**src/design/timer_consts.svh**
```systemverilog
// Offsets, field positions, reset values and counts for the timer slice.
// Assumes inclusion by bare name; the guard allows repeated inclusion.
`ifndef TIMER_CONSTS_SVH
`define TIMER_CONSTS_SVH
// Register byte offsets on the AXI4-Lite slave
`define OFS_PRM    8'h00
`define OFS_TMC    8'h04
`define OFS_CRC    8'h08
`define OFS_TOC    8'h0c
`define OFS_CR0    8'h10
`define OFS_CR1    8'h14
`define OFS_CNT    8'h18
`define OFS_STS    8'h1c
`define OFS_MSK    8'h20
// Field positions
`define PRM_CKS_HI 1
`define PRM_CKS_LO 0
`define PRM_ES0_HI 4
`define PRM_ES0_LO 3
`define PRM_ES1_HI 6
`define PRM_ES1_LO 5
`define TMC_OP_HI  3
`define TMC_OP_LO  2
`define CRC_CR0CAP 0
`define CRC_CR0REV 1
`define CRC_CR1SRC 2
`define STS_MATCH0 0
`define STS_CAPT1  1
// Field codes
`define CKS_EXT    2'h3
`define OP_STOP    2'h0
`define OP_CLR_TI0 2'h2
`define OP_CLR_MAT 2'h3
`define ES_FALL    2'h0
`define ES_RISE    2'h1
`define ES_BOTH    2'h3
// Reset values
`define RST_REG8   8'h00
`define RST_REG16  16'h0000
// Sample clock divider: aclk cycles per sample tick
`define PRESCALE_DIV 4
// AXI responses
`define RESP_OKAY   2'h0
`define RESP_SLVERR 2'h2
`endif

```
**src/design/timer_pkg.sv**
```systemverilog
// Types shared by the timer slice modules.
// Assumes the constants header is not needed here; widths are fixed.
package timer_pkg;
  // Top-level state: registers, counter, interrupt and bus slave
  typedef struct packed {
    logic [7:0]  prm;
    logic [7:0]  tmc;
    logic [7:0]  crc;
    logic [7:0]  toc;
    logic [15:0] cr0;
    logic [15:0] cr1;
    logic [15:0] cnt;
    logic        armed;
    logic [1:0]  sts;
    logic [1:0]  msk;
    logic        irq;
    logic        m_irq0;
    logic        c_irq1;
    logic        aw_got;
    logic        w_got;
    logic [7:0]  awa;
    logic [31:0] wd;
    logic [3:0]  ws;
    logic        awrdy;
    logic        wrdy;
    logic        bvalid;
    logic [1:0]  bresp;
    logic        arrdy;
    logic        rvalid;
    logic [31:0] rdata;
    logic [1:0]  rresp;
  } top_state_t;

  // Input filter state
  typedef struct packed {
    logic s1;
    logic s2;
    logic samp;
    logic lvl;
    logic rise;
    logic fall;
  } filt_state_t;

  // Prescaler state
  typedef struct packed {
    logic [15:0] cnt;
    logic        tick;
  } pre_state_t;
endpackage

```
**src/design/edge_if.sv**
```systemverilog
// Filtered edge pulses from one input filter to the timer core.
// Assumes both ends share aclk; pulses last one aclk cycle.
`timescale 1ns/10ps
`default_nettype none
interface edge_if;
  logic rise;
  logic fall;
  modport src (output rise, output fall);
  modport dst (input rise, input fall);
endinterface
`default_nettype wire

```
**src/design/timer_edge_filter.sv**
```systemverilog
// Pin synchroniser and two-sample noise filter for one timer input.
// Assumes pin is asynchronous to aclk and tick comes from the prescaler.
`timescale 1ns/10ps
`default_nettype none
module timer_edge_filter (
  input  wire logic aclk,
  input  wire logic aresetn,
  input  wire logic tick,
  input  wire logic pin,
  edge_if.src       edg
);
  timer_pkg::filt_state_t r_ff;
  timer_pkg::filt_state_t nxt_r;

  // ==========================================
  // Sync, sample on tick, accept on two equal samples
  always_comb begin
    nxt_r = r_ff;
    nxt_r.s1   = pin;
    nxt_r.s2   = r_ff.s1;
    nxt_r.rise = 1'b0;
    nxt_r.fall = 1'b0;
    if (tick) begin
      nxt_r.samp = r_ff.s2;
      // Short pulses seen in one sample only never reach lvl
      if (r_ff.samp == r_ff.s2 && r_ff.s2 != r_ff.lvl) begin
        nxt_r.lvl  = r_ff.s2;
        nxt_r.rise = r_ff.s2;
        nxt_r.fall = !r_ff.s2;
      end
    end
  end

  always_ff @(posedge aclk) begin
    if (!aresetn) r_ff <= '0;
    else r_ff <= nxt_r;
  end

  assign edg.rise = r_ff.rise;
  assign edg.fall = r_ff.fall;
endmodule // timer_edge_filter
`default_nettype wire

```
**src/design/timer_event_count_capture.sv**
```systemverilog
// 16-bit timer/event counter with capture, AXI4-Lite register slave.
// Assumes pins are asynchronous to aclk; all else is on aclk.
//
// Notes on behaviour
// - Mode 11/11 counts valid input0 edges
// - Event mode raises match_irq0 on count match
// - Later matches every compare plus one edges
// - First match after compare plus two edges
// - Input0 sampled once per sample tick
// - Edge valid after two equal samples
// - Capture 07H: rise to reg0, fall to reg1
// - Reverse-phase capture gives no match_irq0
// - Input1 edge then raises match_irq0 without capture
//
// Implementation choices: the placing of the registers and the AXI4-Lite register port.
`timescale 1ns/10ps
`default_nettype none
`include "timer_consts.svh"
module timer_event_count_capture #(
  parameter int PRESCALE = `PRESCALE_DIV
) (
  input  wire logic        aclk,
  input  wire logic        aresetn,
  input  wire logic [7:0]  s_axi_awaddr,
  input  wire logic        s_axi_awvalid,
  output logic             s_axi_awready,
  input  wire logic [31:0] s_axi_wdata,
  input  wire logic [3:0]  s_axi_wstrb,
  input  wire logic        s_axi_wvalid,
  output logic             s_axi_wready,
  output logic [1:0]       s_axi_bresp,
  output logic             s_axi_bvalid,
  input  wire logic        s_axi_bready,
  input  wire logic [7:0]  s_axi_araddr,
  input  wire logic        s_axi_arvalid,
  output logic             s_axi_arready,
  output logic [31:0]      s_axi_rdata,
  output logic [1:0]       s_axi_rresp,
  output logic             s_axi_rvalid,
  input  wire logic        s_axi_rready,
  input  wire logic        event_capture_input0,
  input  wire logic        capture_input1,
  output logic             match_irq0,
  output logic             capture_irq1,
  output logic             irq
);
  timer_pkg::top_state_t r_ff;
  timer_pkg::top_state_t nxt_r;
  logic                  tick;

  // ==========================================
  // Sample tick and input filters
  edge_if e0 ();
  edge_if e1 ();

  timer_prescaler #(
    .DIV (PRESCALE)
  ) u_pre (
    .aclk    (aclk),
    .aresetn (aresetn),
    .tick    (tick)
  );

  timer_edge_filter u_f0 (
    .aclk    (aclk),
    .aresetn (aresetn),
    .tick    (tick),
    .pin     (event_capture_input0),
    .edg     (e0.src)
  );

  timer_edge_filter u_f1 (
    .aclk    (aclk),
    .aresetn (aresetn),
    .tick    (tick),
    .pin     (capture_input1),
    .edg     (e1.src)
  );

  // ==========================================
  // Edge selection helpers
  // Code 10 selects no edge, so software can park an input without gating
  function automatic logic sel_edge(input logic [1:0] es,
                                    input logic rise,
                                    input logic fall);
    logic v;
    v = 1'b0;
    unique case (es)
      `ES_FALL: v = fall;
      `ES_RISE: v = rise;
      `ES_BOTH: v = rise | fall;
      default:  v = 1'b0; // 10 selects no edge
    endcase
    return v;
  endfunction

  // Read data for one register offset
  function automatic logic [31:0] rd_mux(input timer_pkg::top_state_t s,
                                         input logic [7:0] a);
    logic [31:0] d;
    d = 32'h0000_0000;
    unique case (a)
      `OFS_PRM: d = {24'h000000, s.prm};
      `OFS_TMC: d = {24'h000000, s.tmc};
      `OFS_CRC: d = {24'h000000, s.crc};
      `OFS_TOC: d = {24'h000000, s.toc};
      `OFS_CR0: d = {16'h0000, s.cr0};
      `OFS_CR1: d = {16'h0000, s.cr1};
      `OFS_CNT: d = {16'h0000, s.cnt};
      `OFS_STS: d = {30'h0000_0000, s.sts};
      `OFS_MSK: d = {30'h0000_0000, s.msk};
      default:  d = 32'h0000_0000;
    endcase
    return d;
  endfunction

  function automatic logic mapped(input logic [7:0] a);
    logic m;
    m = (a == `OFS_PRM) || (a == `OFS_TMC) || (a == `OFS_CRC) ||
        (a == `OFS_TOC) || (a == `OFS_CR0) || (a == `OFS_CR1) ||
        (a == `OFS_CNT) || (a == `OFS_STS) || (a == `OFS_MSK);
    return m;
  endfunction

  // Byte-lane merge for registers up to 16 bits
  function automatic logic [15:0] merge16(input logic [15:0] old,
                                          input logic [31:0] wd,
                                          input logic [3:0]  ws);
    logic [15:0] v;
    v = old;
    if (ws[0]) v[7:0] = wd[7:0];
    if (ws[1]) v[15:8] = wd[15:8];
    return v;
  endfunction

  // ==========================================
  // Next-state logic
  always_comb begin
    logic [1:0]  op;
    logic        ext;
    logic        v0;
    logic        rv0;
    logic        v1;
    logic        inc;
    logic        hit;
    logic        cap1;
    logic        do_wr;
    logic [1:0]  clr;
    logic [15:0] wv;
    op    = 2'h0;
    ext   = 1'b0;
    v0    = 1'b0;
    rv0   = 1'b0;
    v1    = 1'b0;
    inc   = 1'b0;
    hit   = 1'b0;
    cap1  = 1'b0;
    do_wr = 1'b0;
    clr   = 2'h0;
    wv    = 16'h0000;
    nxt_r = r_ff;

    op  = r_ff.tmc[`TMC_OP_HI:`TMC_OP_LO];
    ext = r_ff.prm[`PRM_CKS_HI:`PRM_CKS_LO] == `CKS_EXT;
    v0  = sel_edge(r_ff.prm[`PRM_ES0_HI:`PRM_ES0_LO], e0.rise, e0.fall);
    // Reverse phase swaps rise and fall of the input0 edge choice
    rv0 = sel_edge(r_ff.prm[`PRM_ES0_HI:`PRM_ES0_LO], e0.fall, e0.rise);
    v1  = sel_edge(r_ff.prm[`PRM_ES1_HI:`PRM_ES1_LO], e1.rise, e1.fall);

    // Bus: take address and data in either order
    // Readies stay low until the response is taken: one write in flight
    if (s_axi_awvalid && r_ff.awrdy) begin
      nxt_r.aw_got = 1'b1;
      nxt_r.awa    = {s_axi_awaddr[7:2], 2'b00};
    end
    if (s_axi_wvalid && r_ff.wrdy) begin
      nxt_r.w_got = 1'b1;
      nxt_r.wd    = s_axi_wdata;
      nxt_r.ws    = s_axi_wstrb;
    end
    if (r_ff.bvalid && s_axi_bready) nxt_r.bvalid = 1'b0;
    do_wr = r_ff.aw_got && r_ff.w_got && !r_ff.bvalid;

    // Counter and captures run before register writes
    // so a software write to a capture register wins in the same cycle
    if (op == `OP_STOP) begin
      nxt_r.cnt   = 16'h0000;
      nxt_r.armed = 1'b0;
    end else begin
      inc = ext ? v0 : tick;
      // Capture register 1 on the selected input's edge
      if (r_ff.crc[`CRC_CR1SRC] ? v0 : v1) begin
        nxt_r.cr1 = r_ff.cnt;
        cap1      = 1'b1;
      end
      if (r_ff.crc[`CRC_CR0CAP]) begin
        if (r_ff.crc[`CRC_CR0REV]) begin
          if (rv0) nxt_r.cr0 = r_ff.cnt;
          if (v1) hit = 1'b1;
        end else if (v1) begin
          nxt_r.cr0 = r_ff.cnt;
          hit       = 1'b1;
        end
      end
      if (op == `OP_CLR_TI0 && v0 && !ext) begin
        // Clear and start; input0 cannot also be the count source
        nxt_r.cnt = 16'h0000;
      end else if (inc) begin
        if (ext && op == `OP_CLR_MAT && !r_ff.armed) begin
          // First valid edge only starts the counter
          nxt_r.armed = 1'b1;
        end else if (op == `OP_CLR_MAT && r_ff.cnt == r_ff.cr0) begin
          nxt_r.cnt = 16'h0000;
          hit       = !r_ff.crc[`CRC_CR0CAP];
        end else begin
          nxt_r.cnt = r_ff.cnt + 16'h0001;
          if (r_ff.cnt == r_ff.cr0 && !r_ff.crc[`CRC_CR0CAP]) hit = 1'b1;
        end
      end
    end

    // Register writes
    if (do_wr) begin
      nxt_r.aw_got = 1'b0;
      nxt_r.w_got  = 1'b0;
      nxt_r.bvalid = 1'b1;
      nxt_r.bresp  = mapped(r_ff.awa) ? `RESP_OKAY : `RESP_SLVERR;
      wv = merge16(16'h0000, r_ff.wd, r_ff.ws);
      if (r_ff.ws[0]) begin
        unique case (r_ff.awa)
          `OFS_PRM: nxt_r.prm = wv[7:0];
          `OFS_TMC: begin
            nxt_r.tmc = wv[7:0];
            // Writing stop rearms the first-match delay
            if (wv[`TMC_OP_HI:`TMC_OP_LO] == `OP_STOP) nxt_r.armed = 1'b0;
          end
          `OFS_CRC: nxt_r.crc = wv[7:0];
          `OFS_TOC: nxt_r.toc = wv[7:0];
          `OFS_STS: clr = wv[1:0];
          `OFS_MSK: nxt_r.msk = wv[1:0];
          default: ;
        endcase
      end
      if (r_ff.awa == `OFS_CR0) nxt_r.cr0 = merge16(r_ff.cr0, r_ff.wd, r_ff.ws);
      if (r_ff.awa == `OFS_CR1) nxt_r.cr1 = merge16(r_ff.cr1, r_ff.wd, r_ff.ws);
    end

    // Sticky status: a new event wins over a write-one clear
    nxt_r.sts = (r_ff.sts & ~clr) | {cap1, hit};
    nxt_r.m_irq0 = hit;
    nxt_r.c_irq1 = cap1;
    nxt_r.irq    = |(nxt_r.sts & nxt_r.msk);

    // Read channel
    // Data is latched at the address handshake and stands until taken
    if (r_ff.rvalid && s_axi_rready) nxt_r.rvalid = 1'b0;
    if (s_axi_arvalid && r_ff.arrdy) begin
      nxt_r.rvalid = 1'b1;
      nxt_r.rdata  = rd_mux(r_ff, {s_axi_araddr[7:2], 2'b00});
      nxt_r.rresp  = mapped({s_axi_araddr[7:2], 2'b00}) ? `RESP_OKAY
                                                        : `RESP_SLVERR;
    end

    // Ready flags stay registered so every output is a flip-flop
    nxt_r.awrdy = !nxt_r.aw_got && !nxt_r.bvalid;
    nxt_r.wrdy  = !nxt_r.w_got && !nxt_r.bvalid;
    nxt_r.arrdy = !nxt_r.rvalid;
  end

  // ==========================================
  // State register
  // Synchronous reset; the stored registers take their reset values
  always_ff @(posedge aclk) begin
    if (!aresetn) begin
      r_ff     <= '0;
      r_ff.prm <= `RST_REG8;
      r_ff.tmc <= `RST_REG8;
      r_ff.cr0 <= `RST_REG16;
      r_ff.cr1 <= `RST_REG16;
    end else begin
      r_ff <= nxt_r;
    end
  end

  // ==========================================
  // Outputs
  // Each output is a plain copy of a state flip-flop
  assign s_axi_awready = r_ff.awrdy;
  assign s_axi_wready  = r_ff.wrdy;
  assign s_axi_bvalid  = r_ff.bvalid;
  assign s_axi_bresp   = r_ff.bresp;
  assign s_axi_arready = r_ff.arrdy;
  assign s_axi_rvalid  = r_ff.rvalid;
  assign s_axi_rdata   = r_ff.rdata;
  assign s_axi_rresp   = r_ff.rresp;
  assign match_irq0    = r_ff.m_irq0;
  assign capture_irq1  = r_ff.c_irq1;
  assign irq           = r_ff.irq;
endmodule // timer_event_count_capture
`default_nettype wire

```
**src/design/timer_prescaler.sv**
```systemverilog
// Sample clock generator: one-cycle tick every DIV aclk cycles.
// Assumes a synchronous active-low reset on aclk.
`timescale 1ns/10ps
`default_nettype none
`include "timer_consts.svh"
module timer_prescaler #(
  parameter int DIV = `PRESCALE_DIV
) (
  input  wire logic aclk,
  input  wire logic aresetn,
  output logic      tick
);
  timer_pkg::pre_state_t r_ff;
  timer_pkg::pre_state_t nxt_r;

  // ==========================================
  // Divider
  always_comb begin
    nxt_r = r_ff;
    nxt_r.tick = 1'b0;
    if (r_ff.cnt == 16'(DIV - 1)) begin
      nxt_r.cnt  = 16'h0000;
      nxt_r.tick = 1'b1;
    end else begin
      nxt_r.cnt = r_ff.cnt + 16'h0001;
    end
  end

  always_ff @(posedge aclk) begin
    if (!aresetn) r_ff <= '0;
    else r_ff <= nxt_r;
  end

  assign tick = r_ff.tick;
endmodule // timer_prescaler
`default_nettype wire

```
**config.mk**
```make
export PLATFORM = sky130hd
export DESIGN_NAME = timer_event_count_capture
export DESIGN_NICKNAME = d
export VERILOG_FILES = /design/src/design/timer_pkg.sv /design/src/design/edge_if.sv /design/src/design/timer_edge_filter.sv /design/src/design/timer_event_count_capture.sv /design/src/design/timer_prescaler.sv
export VERILOG_INCLUDE_DIRS = /design/src /design/src/design
export SDC_FILE = /design/constraint.sdc
export NUM_CORES = 1
export LEC_CHECK = 0
export ABC_AREA = 1
export BUFFER_PORTS_ARGS = -buffer_cell sky130_fd_sc_hd__buf_2
export CELL_PAD_IN_SITES_DETAIL_PLACEMENT = 1
export CELL_PAD_IN_SITES_GLOBAL_PLACEMENT = 1
export CORE_MARGIN = 2
export CORE_UTILIZATION = 42
export CTS_CLUSTER_SIZE = 40
export DETAILED_ROUTE_END_ITERATION = 12
export PLACE_DENSITY_LB_ADDON = 0.15
export SYNTH_ARGS = -nofsm -noshare
export SYNTH_HDL_FRONTEND = slang
export SYNTH_SLANG_ARGS = --single-unit
```
**constraint.sdc**
```tcl
create_clock -name aclk -period 1.9 [get_ports aclk]
set_input_delay 0.57 -clock aclk [delete_from_list [all_inputs] [get_ports aclk]]
set_output_delay 0.57 -clock aclk [all_outputs]
set_load 0.1 [all_outputs]
```
==> flow_metrics.py <==
metrics = {
    "routing": {
        "avgViaCountPerCell": 5.27,
        "antenna_left": 0,
        "wl_um": 24800,
        "dr.first_iter.drc_count": 471,
        "drc": 0,
        "vias": 7807,
        "wire_per_inst_um": 16.8,
        "firstDrtPassIters": 5,
    },
    "synthesis": {
        "synth-simple-area-share_pct": 24.0,
        "ys_seq_elements": 166,
        "synth-adder-area-share_pct": 0.310,
        "yosysSeqAreaShare_pct": 41.2,
        "ys.flop_type": "dfxtp_1",
        "synth.top_cell.area_share_pct": 41.2,
        "yosysUniqueCellTypes": 49,
        "synthMuxAreaShare_pct": 0,
        "synth_xor_area_share_pct": 0.976,
        "async_flop_share_pct": 0,
        "synth-compound-area-share_pct": 21.3,
        "netlist_top_cells_area": "dfxtp_1 41%, nand2_1 9.3%, o21ai_0 8.4%",
        "syn_area_sq_um": 8080,
        "synth_area_leader_cell": "dfxtp_1",
        "yosysWarnings": 0,
        "synth_edf_count": 0,
        "synth.avg_cell_area_sq_um": 7.10,
        "syn_inst": 1138,
        "synth_top_family_by_area": "simple AND/OR/NAND/NOR gates",
    },
    "setup_path": {
        "slowest_delay_ns": 0.44,
        "path_cells": "buf_2",
        "arrival_ns": 1.23,
        "critPathKind": "flip-flop to output port",
        "critPathCaptureType": "output port",
        "cp.depth": 1,
        "crit_family": "buffers and inverters",
        "r2r_cells": 10,
        "cp_slowest_cell": "buf_2",
        "critPathMaxFanout": 2,
        "cp.required_ns": 1.33,
        "worstSetupStartpointType": "flip-flop",
        "worst-path-buf-inv": 1,
    },
    "final_layout": {
        "layout_common_cells": "199 x nand2_1, 160 x dfxtp_1, 135 x o21ai_0",
        "syn_to_final_growth_pct": 18.6,
        "drive_above_1_share_pct": 19.6,
        "num_antenna_cells": 0,
        "utilization_pct": 51.0,
        "final_cell_count_no_fill": 1481,
        "mostFrequentLayoutCell": "nand2_1",
        "n_fill_cell": 2452,
        "finalNetCount": 1298,
    },
    "timing": {
        "setup_violations": 0,
        "tightestPinTransition_ns": 0.582,
        "slew_headroom_pct": 61.2,
        "fmax_ghz": 0.557,
        "finalHoldViolations": 0,
        "drv_slew": 0,
        "min_period_ns": 1.80,
        "period_share_pct": 94.5,
        "holdWs_ns": 0.344,
        "fin_worst_skew_ns": 0.0131,
    },
    "place": {
        "dp_hpwl_um": 18600,
        "port_buffers": 64,
        "placed_cells": 1448,
        "gp_routability_congestion": 0.828,
    },
    "cts": {
        "clk_latency_ns": 0.43,
        "cts_tree": "done",
        "path_clk_slew_ns": 0.07,
        "root_buffer": "clkbuf_16",
        "clockBufferDepth": 2,
        "cts_sinks": 166,
        "numCtsBuffers": 17,
        "h-tree-depth": 4,
        "ctsHoldBuffers": 0,
    },
    "global_route": {
        "met3_usage_pct": 4.16,
        "grt_max_degree": 75,
        "antenna_found_initial": 0,
        "top_usage_layer": "met2",
        "gr-usage-met2_pct": 41.4,
        "grt_pass1_wl_um": 40000,
        "grt_use_total_pct": 25.2,
        "grt-ovfl-total": 0,
        "grt_pass1_vias": 7657,
        "use_met1_pct": 34.4,
    },
    "outcome": {
        "outcome": "finished, final reports clean",
    },
    "power": {
        "seqPwrFrac_pct": 46.2,
        "intPower_mw": 5.72,
        "pwr-share-clk_pct": 45.6,
        "power_switching_mw": 2.06,
        "p_sw_share_pct": 26.5,
        "p_comb_share_pct": 8.2,
        "cellLeakagePower_nw": 4.11,
        "vdd_ir_drop_max_mv": 0.559,
        "pwr_density_cell_nw_per_um2": 813,
    },
    "floorplan": {
        "core_area_sq_um": 18800,
        "row_count": 50,
        "start_util_pct": 43.0,
        "pin_count": 105,
        "fp.dieH_um": 143,
        "die_area_sq_um": 20400,
        "die_w_um": 143,
    },
    "hold_path": {
        "holdPathStages": 3,
        "hold_class": "input port to flip-flop",
    },
    "job": {
        "max_cap_viol_count": 0,
    },
}
## cell usage after synthesis (8+ instances only)
cell and n:
a22oi_1 10, nand2_2 10, dfxtp_1 166, inv_1 120, nor3_1 13, o21ai_1 8, nand3_1 27, a21oi_1 116
nand2_1 200, nand4_1 19, inv_2 21, buf_4 39, clkbuf_1 25, a211oi_1 16, buf_2 8, o21ai_0 136
nor2_1 122
## stage by stage
stage	worst slack (ns)	power (mW)	setup TNS [ns]	instance area, sq um
after floorplan	0.0461	4.15	0	8140
after global placement	-0.0952	4.30	-0.657	8910
after detailed placement	-0.119	4.31	-1.14	8910
after CTS	0.0519	7.84	0	9510
after global routing	-0.0127	8.06	-0.0259	9580
final	0.104	7.79	0	9580
## registers in the layout, summed over array words and instances, names as in the netlist, 3 cells and up
| register | cells |
|---|---|
| u_pre.r_ff | 16 |
| u_f0.r_ff | 3 |
| s_axi_rdata | 16 |
| u_f1.r_ff | 3 |
| r_ff | 111 |
## final cells by class
| cell class | instances | area (sq um) | share of cell area, % |
|---|---|---|---|
| multi-input combinational | 770 | 3870 | 40.4 |
| sequential | 166 | 3330 | 34.8 |
| timing repair buffer | 136 | 936 | 9.77 |
| inverter | 144 | 549 | 5.74 |
| clock buffer | 19 | 453 | 4.73 |
| tap | 234 | 293 | 3.06 |
| clock inverter | 12 | 144 | 1.50 |
## worst paths after layout
kind	startpoint	endpoint	slack, ns
worst max register to register	r_ff[85]	r_ff[159]	0.13
worst min register to register	u_f0.nxt_r[4]	u_f0.r_ff[4]	0.42
worst max-delay path	s_axi_rdata[6]	s_axi_rdata[6]	0.10
worst min-delay path	event_capture_input0	u_f0.nxt_r[4]	0.34
## power by group through the flow
| stage | Clock [mW] | Sequential (mW) | Combinational [mW] |
|---|---|---|---|
| after global routing | 3.77 | 3.60 | 0.695 |
| after CTS | 3.61 | 3.60 | 0.639 |
| after global placement | 0 | 3.67 | 0.623 |
| after detailed placement | 0 | 3.68 | 0.636 |
| after floorplan | 0 | 3.71 | 0.437 |
| final | 3.55 | 3.60 | 0.638 |
## cell families after synthesis
group,after synthesis
AND/OR/NAND/NOR,429
AO/OA/AOI/OAI,312
buffers and inverters,219
flip-flops,166
XOR/XNOR,9
adder cells (fa/ha/maj),2
other,1
## layer usage
layer / wire, um / share of wire [%]
met5: 0 / 0
met4: 449 / 1.8
met3: 839 / 3.4
met2: 11600 / 47
met1: 12000 / 48
## timing repair
action                     4_1_cts  5_1_grt
setup endpoints to repair        0       17
hold endpoints to repair         0        0
buffers inserted                 0        2
gates resized for setup          0       15
Note: power is estimated with default switching activity, not from simulation.
